`config.mk`:
```
export PLATFORM = sky130hd
export DESIGN_NAME = fpm_top
export DESIGN_NICKNAME = d
export VERILOG_FILES = /design/src/verilog/fpm_pkg.sv /design/src/verilog/fpm_ctl_if.sv /design/src/verilog/fpm_lut.sv /design/src/verilog/fpm_pwm.sv /design/src/verilog/fpm_top.sv
export SDC_FILE = /design/constraint.sdc
export NUM_CORES = 1
export LEC_CHECK = 0
export BUFFER_PORTS_ARGS = -buffer_cell sky130_fd_sc_hd__buf_4
export CAP_MARGIN = 20
export CELL_PAD_IN_SITES_DETAIL_PLACEMENT = 1
export CELL_PAD_IN_SITES_GLOBAL_PLACEMENT = 1
export CORE_MARGIN = 1
export CORE_UTILIZATION = 40
export CTS_CLUSTER_DIAMETER = 80
export DETAILED_ROUTE_END_ITERATION = 6
export PLACE_DENSITY_LB_ADDON = 0.1
export REMOVE_ABC_BUFFERS = 1
export SLEW_MARGIN = 10
export SYNTH_ARGS = -nofsm -noshare
export SYNTH_HDL_FRONTEND = slang
export SYNTH_SLANG_ARGS = --single-unit
```
`constraint.sdc`:
```
create_clock -name sys_clk -period 7.15 [get_ports sys_clk]
set_input_delay 0.3575 -clock sys_clk [delete_from_list [all_inputs] [get_ports sys_clk]]
set_output_delay 0.3575 -clock sys_clk [all_outputs]
set_load 0.05 [all_outputs]
```
`src/verilog/fpm_pkg.sv`:
```
// Constants shared by the fan duty and frequency block.
// Assumes a single 250 MHz system clock; all rates derive from it.
`default_nettype none
package fpm_pkg;
	////////////////////////////////////////////////////////////////////////////
	// Register offsets.
	localparam logic [7:0] ADDR_DUTY = 8'h4C;
	localparam logic [7:0] ADDR_FREQ = 8'h4D;
	localparam logic [7:0] ADDR_OFFS = 8'h4E;
	localparam logic [7:0] ADDR_HYST = 8'h4F;
	////////////////////////////////////////////////////////////////////////////
	// Field widths and positions.
	localparam int DUTY_W = 6;
	localparam int DIV_W = 5;
	localparam int OFFS_W = 6;
	localparam int HYST_W = 5;
	localparam int TEMP_W = 8;
	localparam int THR_W = 7;
	localparam int DUTY_SHIFT = 6;
	localparam int NUM_ENTRIES = 12;
	////////////////////////////////////////////////////////////////////////////
	// Reset values.
	localparam logic [5:0] DUTY_RST = 6'h00;
	localparam logic [4:0] FREQ_RST = 5'h17;
	localparam logic [5:0] OFFS_RST = 6'h00;
	localparam logic [4:0] HYST_RST = 5'h04;
	localparam logic [7:0] RDATA_RST = 8'h00;
	////////////////////////////////////////////////////////////////////////////
	// Master clock rates and the system-clock counts derived from them.
	localparam int SYS_CLK_HZ = 250_000_000;
	localparam int FAST_MCLK_HZ = 360_000;
	localparam int SLOW_MCLK_HZ = 1_400;
	localparam int FAST_DIV = SYS_CLK_HZ / FAST_MCLK_HZ;
	localparam int SLOW_DIV = SYS_CLK_HZ / SLOW_MCLK_HZ;
	localparam int MDIV_W = 18;
endpackage : fpm_pkg
`default_nettype wire

```
`src/verilog/fpm_ctl_if.sv`:
```
// Internal carrier between the fan top module and its two helpers.
// Assumes all three modules share sys_clk.
`timescale 1ns/1ns
`default_nettype none
interface fpm_ctl_if;
	logic tick;
	logic [4:0] divisor;
	logic [5:0] duty;
	logic level;
	logic [7:0] temp;
	logic [5:0] offs;
	logic [4:0] hyst;
	logic [5:0] tbl_duty;
	modport top(output tick, divisor, duty, temp, offs, hyst, input level, tbl_duty);
	modport pwm(input tick, divisor, duty, output level);
	modport lut(input temp, offs, hyst, output tbl_duty);
endinterface : fpm_ctl_if
`default_nettype wire

```
`src/verilog/fpm_lut.sv`:
```
// Table compare with offset and hysteresis, selecting the table duty.
// Assumes thresholds rise with entry index and share sys_clk with the top.
`timescale 1ns/1ns
`default_nettype none
module fpm_lut #(
	parameter int N = fpm_pkg::NUM_ENTRIES
) (
	// Clock and reset
	input wire logic sys_clk,
	input wire logic nrst,
	// Control carrier
	fpm_ctl_if.lut ctl,
	// Table entries, entry 0 in the low bits
	input wire logic [N*7-1:0] thr_flat,
	input wire logic [N*6-1:0] duty_flat
);
	localparam int LW = $clog2(N + 1);
	logic [8:0] thr_sum [N];
	logic [5:0] duty_e [N];
	logic [N-1:0] above;
	logic [LW-1:0] level;
	logic [LW-1:0] next_level;
	logic [LW-1:0] target;
	logic [8:0] cur_thr;
	logic drop;
	logic [5:0] duty_q;
	logic [5:0] next_duty;

	////////////////////////////////////////////////////////////////////////////
	genvar i;
	generate
		for (i = 0; i < N; i++) begin : g_entry
			assign thr_sum[i] = 9'(thr_flat[i*7 +: 7]) + 9'(ctl.offs);
			assign above[i] = {1'b0, ctl.temp} > thr_sum[i];
			assign duty_e[i] = duty_flat[i*6 +: 6];
		end
	endgenerate

	assign cur_thr = (level == '0) ? 9'h000 : thr_sum[level - 1'b1];
	assign drop = (level != '0) && ({1'b0, ctl.temp} + 9'(ctl.hyst) < cur_thr);

	always_comb begin
		target = '0;
		for (int k = 0; k < N; k++) begin
			if (above[k]) begin
				target = LW'(k + 1);
			end
		end
		// up at once, down past band
		if (target > level || drop) begin
			next_level = target;
		end else begin
			next_level = level;
		end
		next_duty = (next_level == '0) ? 6'h00 : duty_e[next_level - 1'b1];
	end

	always_ff @(posedge sys_clk or negedge nrst) begin
		if (!nrst) begin
			level <= '0;
			duty_q <= 6'h00;
		end else begin
			level <= next_level;
			duty_q <= next_duty;
		end
	end

	assign ctl.tbl_duty = duty_q;
endmodule : fpm_lut
`default_nettype wire

```
`src/verilog/fpm_pwm.sv`:
```
// Fan output waveform generator, stepped by the master clock tick.
// Assumes tick is a one-cycle pulse on sys_clk.
`timescale 1ns/1ns
`default_nettype none
module fpm_pwm (
	// Clock and reset
	input wire logic sys_clk,
	input wire logic nrst,
	// Control carrier
	fpm_ctl_if.pwm ctl
);
	logic [4:0] act_div;
	logic [4:0] next_div;
	logic [4:0] div_eff;
	logic [5:0] cnt;
	logic [5:0] next_cnt;
	logic [5:0] period;
	logic [5:0] high;
	logic [11:0] prod;
	logic last;
	logic out_q;
	logic next_out;

	////////////////////////////////////////////////////////////////////////////
	// zero maps to one
	assign div_eff = (ctl.divisor == 5'h00) ? 5'h01 : ctl.divisor;
	assign period = {act_div, 1'b0};
	assign last = (cnt >= period - 6'h01);
	assign prod = 12'(ctl.duty) * 12'(period);
	assign high = prod[11:6];

	always_comb begin
		next_cnt = cnt;
		next_div = act_div;
		next_out = (cnt < high);
		if (ctl.tick) begin
			if (last) begin
				next_cnt = 6'h00;
				next_div = div_eff;
			end else begin
				next_cnt = cnt + 6'h01;
			end
		end
	end

	always_ff @(posedge sys_clk or negedge nrst) begin
		if (!nrst) begin
			cnt <= 6'h00;
			act_div <= fpm_pkg::FREQ_RST;
			out_q <= 1'b0;
		end else begin
			cnt <= next_cnt;
			act_div <= next_div;
			out_q <= next_out;
		end
	end

	assign ctl.level = out_q;
endmodule : fpm_pwm
`default_nettype wire

```
`src/verilog/fpm_top.sv`:
```
// Fan duty, frequency, table offset and hysteresis registers with the fan output.
// Assumes register strobes, override, clock select and spin-up come from sys_clk logic.
//
// Overview of operation
// - Without override, duty register is read-only and returns the table duty.
// - With override, written duty is stored and drives the fan directly.
// - During spin-up the duty register reads zero.
// - Unused upper bits of frequency, offset and hysteresis registers read zero.
// - Master clock is 360 kHz or 1.4 kHz, picked by clock select.
// - Output frequency is master clock over twice the divisor.
// - A divisor of zero acts as one.
// - Offset is added to every table threshold, reaching above 127 degrees.
// - Offset is unsigned whole degrees, at most 63.
// - Hysteresis field sets the band used for table compares.
// - Hysteresis is one degree per step, at most 31.
// - Temperature above a threshold selects that entry's duty.
`timescale 1ns/1ns
`default_nettype none
module fpm_top #(
	parameter int N = fpm_pkg::NUM_ENTRIES,
	parameter int FAST_DIV = fpm_pkg::FAST_DIV,
	parameter int SLOW_DIV = fpm_pkg::SLOW_DIV
) (
	// Clock and reset
	input wire logic sys_clk,
	input wire logic nrst,
	// Register port
	input wire logic [7:0] reg_addr,
	input wire logic reg_wr,
	input wire logic [7:0] reg_wdata,
	output logic [7:0] reg_rdata,
	// Controls from the fan configuration logic
	input wire logic manual_override,
	input wire logic clk_select,
	input wire logic spinup_active,
	// Remote temperature in whole degrees
	input wire logic [7:0] remote_temp,
	// Table entries
	input wire logic [N*7-1:0] thr_flat,
	input wire logic [N*6-1:0] duty_flat,
	// Fan drive
	output logic fan_pwm
);
	fpm_ctl_if ctl ();

	logic [5:0] man_duty;
	logic [5:0] next_man_duty;
	logic [4:0] freq_div;
	logic [4:0] next_freq_div;
	logic [5:0] tbl_offs;
	logic [5:0] next_tbl_offs;
	logic [4:0] tbl_hyst;
	logic [4:0] next_tbl_hyst;
	logic [7:0] next_rdata;
	logic [fpm_pkg::MDIV_W-1:0] mdiv_cnt;
	logic [fpm_pkg::MDIV_W-1:0] next_mdiv_cnt;
	logic [fpm_pkg::MDIV_W-1:0] mdiv_lim;
	logic tick_q;
	logic next_tick;
	logic wr_duty;
	logic [fpm_pkg::MDIV_W-1:0] gap_cnt;
	logic [fpm_pkg::MDIV_W-1:0] next_gap_cnt;
	logic sel_seen;
	logic next_sel_seen;
	logic sel_moved;
	logic next_sel_moved;
	localparam logic [fpm_pkg::MDIV_W-1:0] FAST_GAP = fpm_pkg::MDIV_W'(FAST_DIV);
	localparam logic [fpm_pkg::MDIV_W-1:0] SLOW_GAP = fpm_pkg::MDIV_W'(SLOW_DIV);

	////////////////////////////////////////////////////////////////////////////
	// Register writes.
	assign wr_duty = reg_wr && (reg_addr == fpm_pkg::ADDR_DUTY);

	always_comb begin
		next_man_duty = man_duty;
		next_freq_div = freq_div;
		next_tbl_offs = tbl_offs;
		next_tbl_hyst = tbl_hyst;
		if (wr_duty && manual_override) begin
			next_man_duty = reg_wdata[5:0];
		end
		if (reg_wr && reg_addr == fpm_pkg::ADDR_FREQ) begin
			next_freq_div = reg_wdata[4:0];
		end
		if (reg_wr && reg_addr == fpm_pkg::ADDR_OFFS) begin
			next_tbl_offs = reg_wdata[5:0];
		end
		if (reg_wr && reg_addr == fpm_pkg::ADDR_HYST) begin
			next_tbl_hyst = reg_wdata[4:0];
		end
	end

	always_ff @(posedge sys_clk or negedge nrst) begin
		if (!nrst) begin
			man_duty <= fpm_pkg::DUTY_RST;
			freq_div <= fpm_pkg::FREQ_RST;
			tbl_offs <= fpm_pkg::OFFS_RST;
			tbl_hyst <= fpm_pkg::HYST_RST;
		end else begin
			man_duty <= next_man_duty;
			freq_div <= next_freq_div;
			tbl_offs <= next_tbl_offs;
			tbl_hyst <= next_tbl_hyst;
		end
	end

	////////////////////////////////////////////////////////////////////////////
	// Register reads, one cycle after the address.
	always_comb begin
		next_rdata = 8'h00;
		unique case (reg_addr)
			fpm_pkg::ADDR_DUTY: begin
				if (spinup_active) begin
					next_rdata = 8'h00;
				end else if (manual_override) begin
					next_rdata = {2'b00, man_duty};
				end else begin
					next_rdata = {2'b00, ctl.tbl_duty};
				end
			end
			fpm_pkg::ADDR_FREQ: next_rdata = {3'b000, freq_div};
			fpm_pkg::ADDR_OFFS: next_rdata = {2'b00, tbl_offs};
			fpm_pkg::ADDR_HYST: next_rdata = {3'b000, tbl_hyst};
			default: next_rdata = 8'h00;
		endcase
	end

	always_ff @(posedge sys_clk or negedge nrst) begin
		if (!nrst) begin
			reg_rdata <= fpm_pkg::RDATA_RST;
		end else begin
			reg_rdata <= next_rdata;
		end
	end

	////////////////////////////////////////////////////////////////////////////
	// Master clock tick. The counter compares with >= so that a select change
	// mid-count cannot leave it stranded above the new limit.
	// pick master clock rate
	assign mdiv_lim = clk_select ? fpm_pkg::MDIV_W'(FAST_DIV - 1)
		: fpm_pkg::MDIV_W'(SLOW_DIV - 1);

	always_comb begin
		next_tick = 1'b0;
		next_mdiv_cnt = mdiv_cnt + 1'b1;
		if (mdiv_cnt >= mdiv_lim) begin
			next_mdiv_cnt = '0;
			next_tick = 1'b1;
		end
	end

	always_ff @(posedge sys_clk or negedge nrst) begin
		if (!nrst) begin
			mdiv_cnt <= '0;
			tick_q <= 1'b0;
		end else begin
			mdiv_cnt <= next_mdiv_cnt;
			tick_q <= next_tick;
		end
	end

	////////////////////////////////////////////////////////////////////////////
	// Tick spacing watch for the checks. A select change between two ticks
	// leaves one odd gap, so that gap is flagged and not judged.
	always_comb begin
		next_gap_cnt = gap_cnt + 1'b1;
		next_sel_seen = clk_select;
		next_sel_moved = sel_moved || (clk_select != sel_seen);
		if (tick_q) begin
			next_gap_cnt = fpm_pkg::MDIV_W'(1);
			next_sel_moved = 1'b0;
		end
	end

	always_ff @(posedge sys_clk or negedge nrst) begin
		if (!nrst) begin
			gap_cnt <= '0;
			sel_seen <= 1'b0;
			sel_moved <= 1'b0;
		end else begin
			gap_cnt <= next_gap_cnt;
			sel_seen <= next_sel_seen;
			sel_moved <= next_sel_moved;
		end
	end

	////////////////////////////////////////////////////////////////////////////
	// Helpers.
	assign ctl.tick = tick_q;
	assign ctl.divisor = freq_div;
	assign ctl.duty = manual_override ? man_duty : ctl.tbl_duty;
	assign ctl.temp = remote_temp;
	assign ctl.offs = tbl_offs;
	assign ctl.hyst = tbl_hyst;
	assign fan_pwm = ctl.level;

	fpm_pwm u_pwm (
		.sys_clk(sys_clk),
		.nrst(nrst),
		.ctl(ctl.pwm)
	);

	fpm_lut #(
		.N(N)
	) u_lut (
		.sys_clk(sys_clk),
		.nrst(nrst),
		.ctl(ctl.lut),
		.thr_flat(thr_flat),
		.duty_flat(duty_flat)
	);
endmodule : fpm_top
`default_nettype wire
```
# ---- After elaboration in Yosys (flattened, before gate mapping)
# Cells that the tools add are included.
dict set report word_totals {
  regBits 71
  elab_cells 98
}
dict set report op_classes {
  n_reduce_logical 12
  mux 30
  eq_ne 4
  mul 1
  n_lt_le_gt_ge 19
  n_bitwise 2
  add_sub_neg 18
}
# cell n
set op_table {}
lappend op_table {{$gt A8 B9 Y1} 12}
lappend op_table {{$add A7 B6 Y8} 12}
lappend op_table {{$mux W4} 12}
lappend op_table {{$mux W6} 7}
lappend op_table {{$bmux W9 S4} 1}
lappend op_table {{$mux W18} 2}
lappend op_table {{$eq A8 B7 Y1 const B} 4}
lappend op_table {{$pmux W8 S4} 1}
lappend op_table {{$mux W9} 3}
lappend op_table {{$bmux W6 S4} 1}
lappend op_table {{$add A18 B1 Y18 const B} 1}
lappend op_table {{$ge A18 B18 Y1} 1}
lappend op_table {{$mul A6 B5 Y11} 1}
lappend op_table {{$ge A5 B5 Y1 const B} 2}
lappend op_table {{$not A4 Y5} 2}
lappend op_table {{$add A8 B5 Y9} 1}
lappend op_table {{$lt A9 B9 Y1} 1}
lappend op_table {{$logic_not A4 Y1} 2}
lappend op_table {{$sub A4 B1 Y4 const B} 2}
lappend op_table {{$add A6 B1 Y6 const B} 1}
lappend op_table {{$ge A6 B6 Y1} 1}
lappend op_table {{$logic_and A1 B1 Y1} 6}
lappend op_table {{$lt A6 B6 Y1} 1}
lappend op_table {{$sub A6 B1 Y6 const B} 1}
lappend op_table {{7 further kinds} 8}

# ---- Depth between registers and ports, before layout
dict set report depth {
  word_depth 23
  depth_mapped 37
  depth_no_buf 33
}

# ---- Modules after synthesis
# A second synthesis with hierarchy kept.
dict set report hier_totals {
  hier_cells 1236
  area_unflattened_um2 11753.8
}
# mod area_each_um2 instances cells_per_inst seq_area_each_um2
set modules_own_cells {}
lappend modules_own_cells {fpm_lut 7523.5 1 849 250.2}
lappend modules_own_cells {fpm_top 2598.7 1 212 1182.4}
lappend modules_own_cells {fpm_pwm 1631.6 1 175 305.3}

# ---- Worst setup path after synthesis
# No wires, ideal clock.
dict set report synth_timing {
  path_kind {reg-to-reg}
  startpoint {register tbl_offs[1] (netlist: ctl.offs[1])}
  endpoint {register u_lut.duty_q[2] (netlist: u_lut.ctl.tbl_duty[2])}
  path_stages_with_launch 37
  setup_ns 0.110
  synth_period_minus_slack_ns 7.116
  required_time_ns 7.040
  n_path_buf 5
  setup_slack_ns 0.034
  t_arrival_ns 7.006
  path_cell_list {dfrtp_1 -> inv_1 -> fa_1 -> inv_1 -> a21oi_1 -> o21bai_1 -> a21o_1 -> a21oi_1 -> xor2_1 -> ha_1 -> and4_1 -> a21boi_0 -> o41ai_2 -> o21ai_0 -> a211o_1 -> a32oi_4 -> clkbuf_1 -> ha_1 -> inv_1 -> a21oi_1 -> o21ai_0 -> o21ai_0 -> o21ai_2 -> buf_4 -> clkbuf_1 -> nor2_1 -> a21o_1 -> inv_1 -> ha_1 -> clkbuf_1 -> clkbuf_1 -> o21ai_0 -> nand2_1 -> o21ai_0 -> a22oi_1 -> mux2i_1 -> o41ai_1}
}
dict set report synth_between {
  elab_chain_cells 23
  elab_cells_between_ends 52
  cone_classes {13 x add/sub; 14 x order compare; 21 x mux; 1 x bitwise; 3 x reduce/logical}
}
# item line_no
set synth_lines {}
lappend synth_lines {{start: declaration} fpm_top.sv:50} ;# logic [5:0] tbl_offs;
lappend synth_lines {{start signal: assignment} fpm_top.sv:97} ;# tbl_offs <= fpm_pkg::OFFS_RST;
lappend synth_lines {{start signal: assignment} fpm_top.sv:102} ;# tbl_offs <= next_tbl_offs;
lappend synth_lines {{$add A7 B6 Y8} fpm_lut.sv:33} ;# assign thr_sum[i] = 9'(thr_flat[i*7 +: 7]) + 9'(ctl.offs);
lappend synth_lines {{$gt A8 B9 Y1} fpm_lut.sv:34} ;# assign above[i] = {1'b0, ctl.temp} > thr_sum[i];
lappend synth_lines {{$mux W1} fpm_lut.sv:45} ;# if (above[k]) begin
lappend synth_lines {{$mux W4 (11 in series)} fpm_lut.sv:45}
lappend synth_lines {{$gt A4 B4 Y1} fpm_lut.sv:50} ;# if (target > level || drop) begin
lappend synth_lines {{$logic_or A1 B1 Y1} fpm_lut.sv:50}
lappend synth_lines {{$mux W4 *} fpm_lut.sv:50}
lappend synth_lines {{net u_lut.next_level[1]} fpm_lut.sv:22} ;# logic [LW-1:0] next_level;
lappend synth_lines {{$sub A4 B1 Y4} fpm_lut.sv:55} ;# next_duty = (next_level == '0) ? 6'h00 : duty_e[next_level - 1'b1];
lappend synth_lines {{$not A4 Y5 (implied by the code)} fpm_lut.sv:55}
lappend synth_lines {{$bmux W6 S4} fpm_lut.sv:55}
lappend synth_lines {{$mux W6 (implied by the code) (2 in series)} fpm_lut.sv:55}
lappend synth_lines {{$mux W6 *} fpm_lut.sv:55}
lappend synth_lines {{net u_lut.next_duty[2]} fpm_lut.sv:27} ;# logic [5:0] next_duty;
lappend synth_lines {{end signal: assignment} fpm_lut.sv:64} ;# duty_q <= next_duty;
lappend synth_lines {{end: declaration} fpm_lut.sv:26} ;# logic [5:0] duty_q;
# The timed path passes the listed nets; every way through them passes the cells marked *. The select of a mux whose other input is x is not followed.
# A chain may end at the register's enable or synchronous reset.

# ---- Worst setup path after layout
dict set report layout_timing {
  startpoint {register tbl_offs[0] (netlist: ctl.offs[0])}
  endpoint {register u_lut.duty_q[3] (netlist: u_lut.ctl.tbl_duty[3])}
}
# Same word-level chain as after synthesis.

==> results.md <==
* Root buf cell: clkbuf_16
* Synth unique cells at 76
* Largest area contributor in the netlist: ha_1
* IO Pins at 195
* GRT Residual Overflow at 0
* Synth top area cells: ha_1 25%, dfrtp_1 13%, mux4_2 6.6%
* Largest net degree at the start of global routing at 70
* Slew margin rel. at 33.87%
* Ys async rst share at 100.0%
* Port Buf Inserts at 190
* Worst EP arrival at 6900 ps
* Clk Latency, worst-skew pair at 340 ps
* MaxCap Viol Count at 0
* Worst-Margin Slew at 988.8 ps
* Tmin final at 6687 ps
* Max Slew Vio Count at 0
* Mapped Area at 11,520 um^2
* LEAKAGE at 6.914 nW
* TritonCTS buffer count at 9
* GPL Wtd Cong at 0.8811
* Placed Cells at 1,824
* Row cnt at 61
* Post-Place Cell Area at 13,460 um^2
* DRT antenna net count at 0
* RR Endpoint: u_lut.ctl.tbl_duty[3]
* HPWL Detailed at 30.55 mm
* H-tree level count at 3
* Commonest cells after routing, fill and taps aside: 230 x ha_1, 214 x buf_4, 91 x a21oi_1
* Drt pass-1 iters at 5
* Vias/cell at 5.733
* GR peak layer: met2
* Routed WL at 37.73 mm
* Max IR drop VDD at 192.4 uV
* GR Util met2 at 43.28%
* Final Hold Viols at 0
* Die Footprint at 29,490 um^2
* Final core utilization at 49.21%
* Synth Area in XOR/XNOR at 7.590%
* Final setup vio count at 0
* Worst r2r src: ctl.offs[0]
* Synth Area in Simple Gates at 13.42%
* CTS tree: done
* Synthesis-to-layout area growth at 19.94%
* Number of global-route vias before repair at 11,203
* Gr usage total at 26.40%
* CP Launch Type: register
* Number of synthesized flops with an enable pin at 0
* Global-route wire length before repair at 59.80 mm
* Initial antenna violation count at 0
* DRC at 0
* Worst R2R Path Depth at 32
* M1 GR Usage at 37.73%
* Most common cell after layout, fill and taps aside: ha_1
* Pwr dens at 242.6 nW/um^2
* Kind of critical path: reg2reg
* Largest stage delay, worst path at 480 ps
* Syn_area_per_cell at 9.138 um^2
* Initial Util at 41.03%
* Main combinational cell family by area after synthesis: adder cells
* Main synth FF type: dfrtp_1
* Synth Area in Compound Gates at 18.82%
* Met3 usage at 2.991%
* Share of the synthesized area in the top cell type at 24.97%
* Tightest Hold Check Type: in2async
* Die Width at 171.7 um
* Clock sink total at 69
* Syn Inst Count at 1,261
* Multiplexer share of the synthesized area at 11.93%
* Ant diodes at 0
* CTS Hold Bufs at 0
* Ys Warns at 0
* Reg2reg setup slack at 460 ps
* CP endpoint kind: register
* Share of cells above drive strength 1 at 22.97%
* Status: complete, no violations
* Design area at 13,820 um^2
* Iter 0 DRT Violations at 428
* Fmax at 149.6 MHz
* Post-DR wirelength/cell at 20.45 um
* Sequential-to-total area share from yosys stat at 15.08%
* Adder-cell share of the synthesized area at 29.14%
* Critical path fanouts, max at 10
* Die height at 171.7 um
* Clock Tree Buf Depth at 2
* Post-layout nets at 1,902
* Final Cycle Share at 93.52%
* Clock slew at reported path FFs at 70 ps
* Required time worst endpoint at 7360 ps
* Setup Skew at 11.73 ps
* Crit-path slowest cell: dfrtp_2
* Post-synthesis register bit count at 69
* Vias at 10,577
* Non-Filler Instances at 1,845
* Placeable Area at 28,090 um^2
## metrics by stage
stage | hold slack, ps | power, mW | setup WS, ps | setup TNS, ps
floorplan | 61.91 | 2.044 | -73.07 | -365.3
global placement | 482.4 | 2.793 | 289.3 | 0
detailed placement | 493.1 | 2.848 | 51.78 | 0
CTS | 182.1 | 3.305 | 9.894 | 0
global route | 223.6 | 3.606 | -5.876 | -5.876
finish | 153.3 | 3.353 | 463.3 | 0
## what timing repair did
item	in CTS	in global routing
endpoints found under the setup margin	0	6
setup buffers	0	5
gates resized for setup	0	9
## kinds of logic after synthesis
kind of cell	after synthesis
AOI/OAI and AO/OA	333
and+or+nand+nor	305
adders and majority gates	254
buffers and inverters	113
xor gates and xnor gates	96
muxes	90
DFF	69
other	1
## critical path, delay by kind of cell (launching register included)
kind	cells	cell delay (ps)
AOI/OAI and AO/OA	17	3050
muxes	1	100
xor gates and xnor gates	1	250
DFF	1	480
adders and majority gates	5	1490
buffers and inverters	5	600
and+or+nand+nor	3	570
## registers in the layout (all words and copies together) (netlist names)
| signal | count |
|---|---|
| mdiv_cnt | 18 |
| ctl.offs | 6 |
| man_duty | 6 |
| reg_rdata | 6 |
| u_lut.ctl.tbl_duty | 6 |
| u_pwm.cnt | 6 |
| ctl.divisor | 5 |
| ctl.hyst | 5 |
| u_pwm.act_div | 5 |
| u_lut.level | 4 |
| ctl.tick | 1 |
| u_pwm.ctl.level | 1 |
## synthesized netlist by cell type (all sizes together) (17+ instances only)
library cell / instances
xnor2: 45
fa: 24
o21ai: 78
dfrtp: 60
xor2: 51
a21oi: 93
mux2: 36
nand3: 22
nand2: 72
mux2i: 20
clkbuf: 17
a21o: 38
inv: 86
nor2b: 26
ha: 230
nand2b: 21
o21bai: 28
mux4: 34
nor3: 19
nor2: 76
## layout make-up
| type | instances | area, um^2 |
|---|---|---|
| inverter | 87 | 326.6 |
| tap | 378 | 473.0 |
| sequential | 69 | 1742 |
| multi-input combinational | 1080 | 9363 |
| timing repair buffer | 215 | 1627 |
| clock inverter | 7 | 65.06 |
| fill | 3364 | 14270 |
| clock buffer | 9 | 225.2 |
## power breakdown
group / switching, mW / internal (mW)
registers: 0.0412 / 0.428
logic: 1.39 / 1.05
clock network: 0.198 / 0.244
total: 1.63 / 1.72
## routing by layer
metal / wire length (um) / up-vias
li1: - / 5053
met1: 18710 / 5248
met2: 17130 / 248
met3: 1524 / 28
met4: 377 / 0
met5: 0 / -
## worst max-delay path by stage
stage / from / end / slack, ps / depth (start not counted)
CTS: ctl.offs[1] / u_lut.ctl.tbl_duty[3] / 10 / 27
detailed placement: ctl.offs[1] / u_lut.ctl.tbl_duty[3] / 50 / 27
global route: ctl.offs[1] / u_lut.ctl.tbl_duty[0] / -6 / 34
finish: ctl.offs[0] / u_lut.ctl.tbl_duty[3] / 460 / 32
floorplan: u_lut.level[0] / u_lut.ctl.tbl_duty[0] / -70 / 21
global placement: ctl.offs[1] / u_lut.ctl.tbl_duty[3] / 290 / 27
No activity file was read; power rests on OpenSTA's default activity.
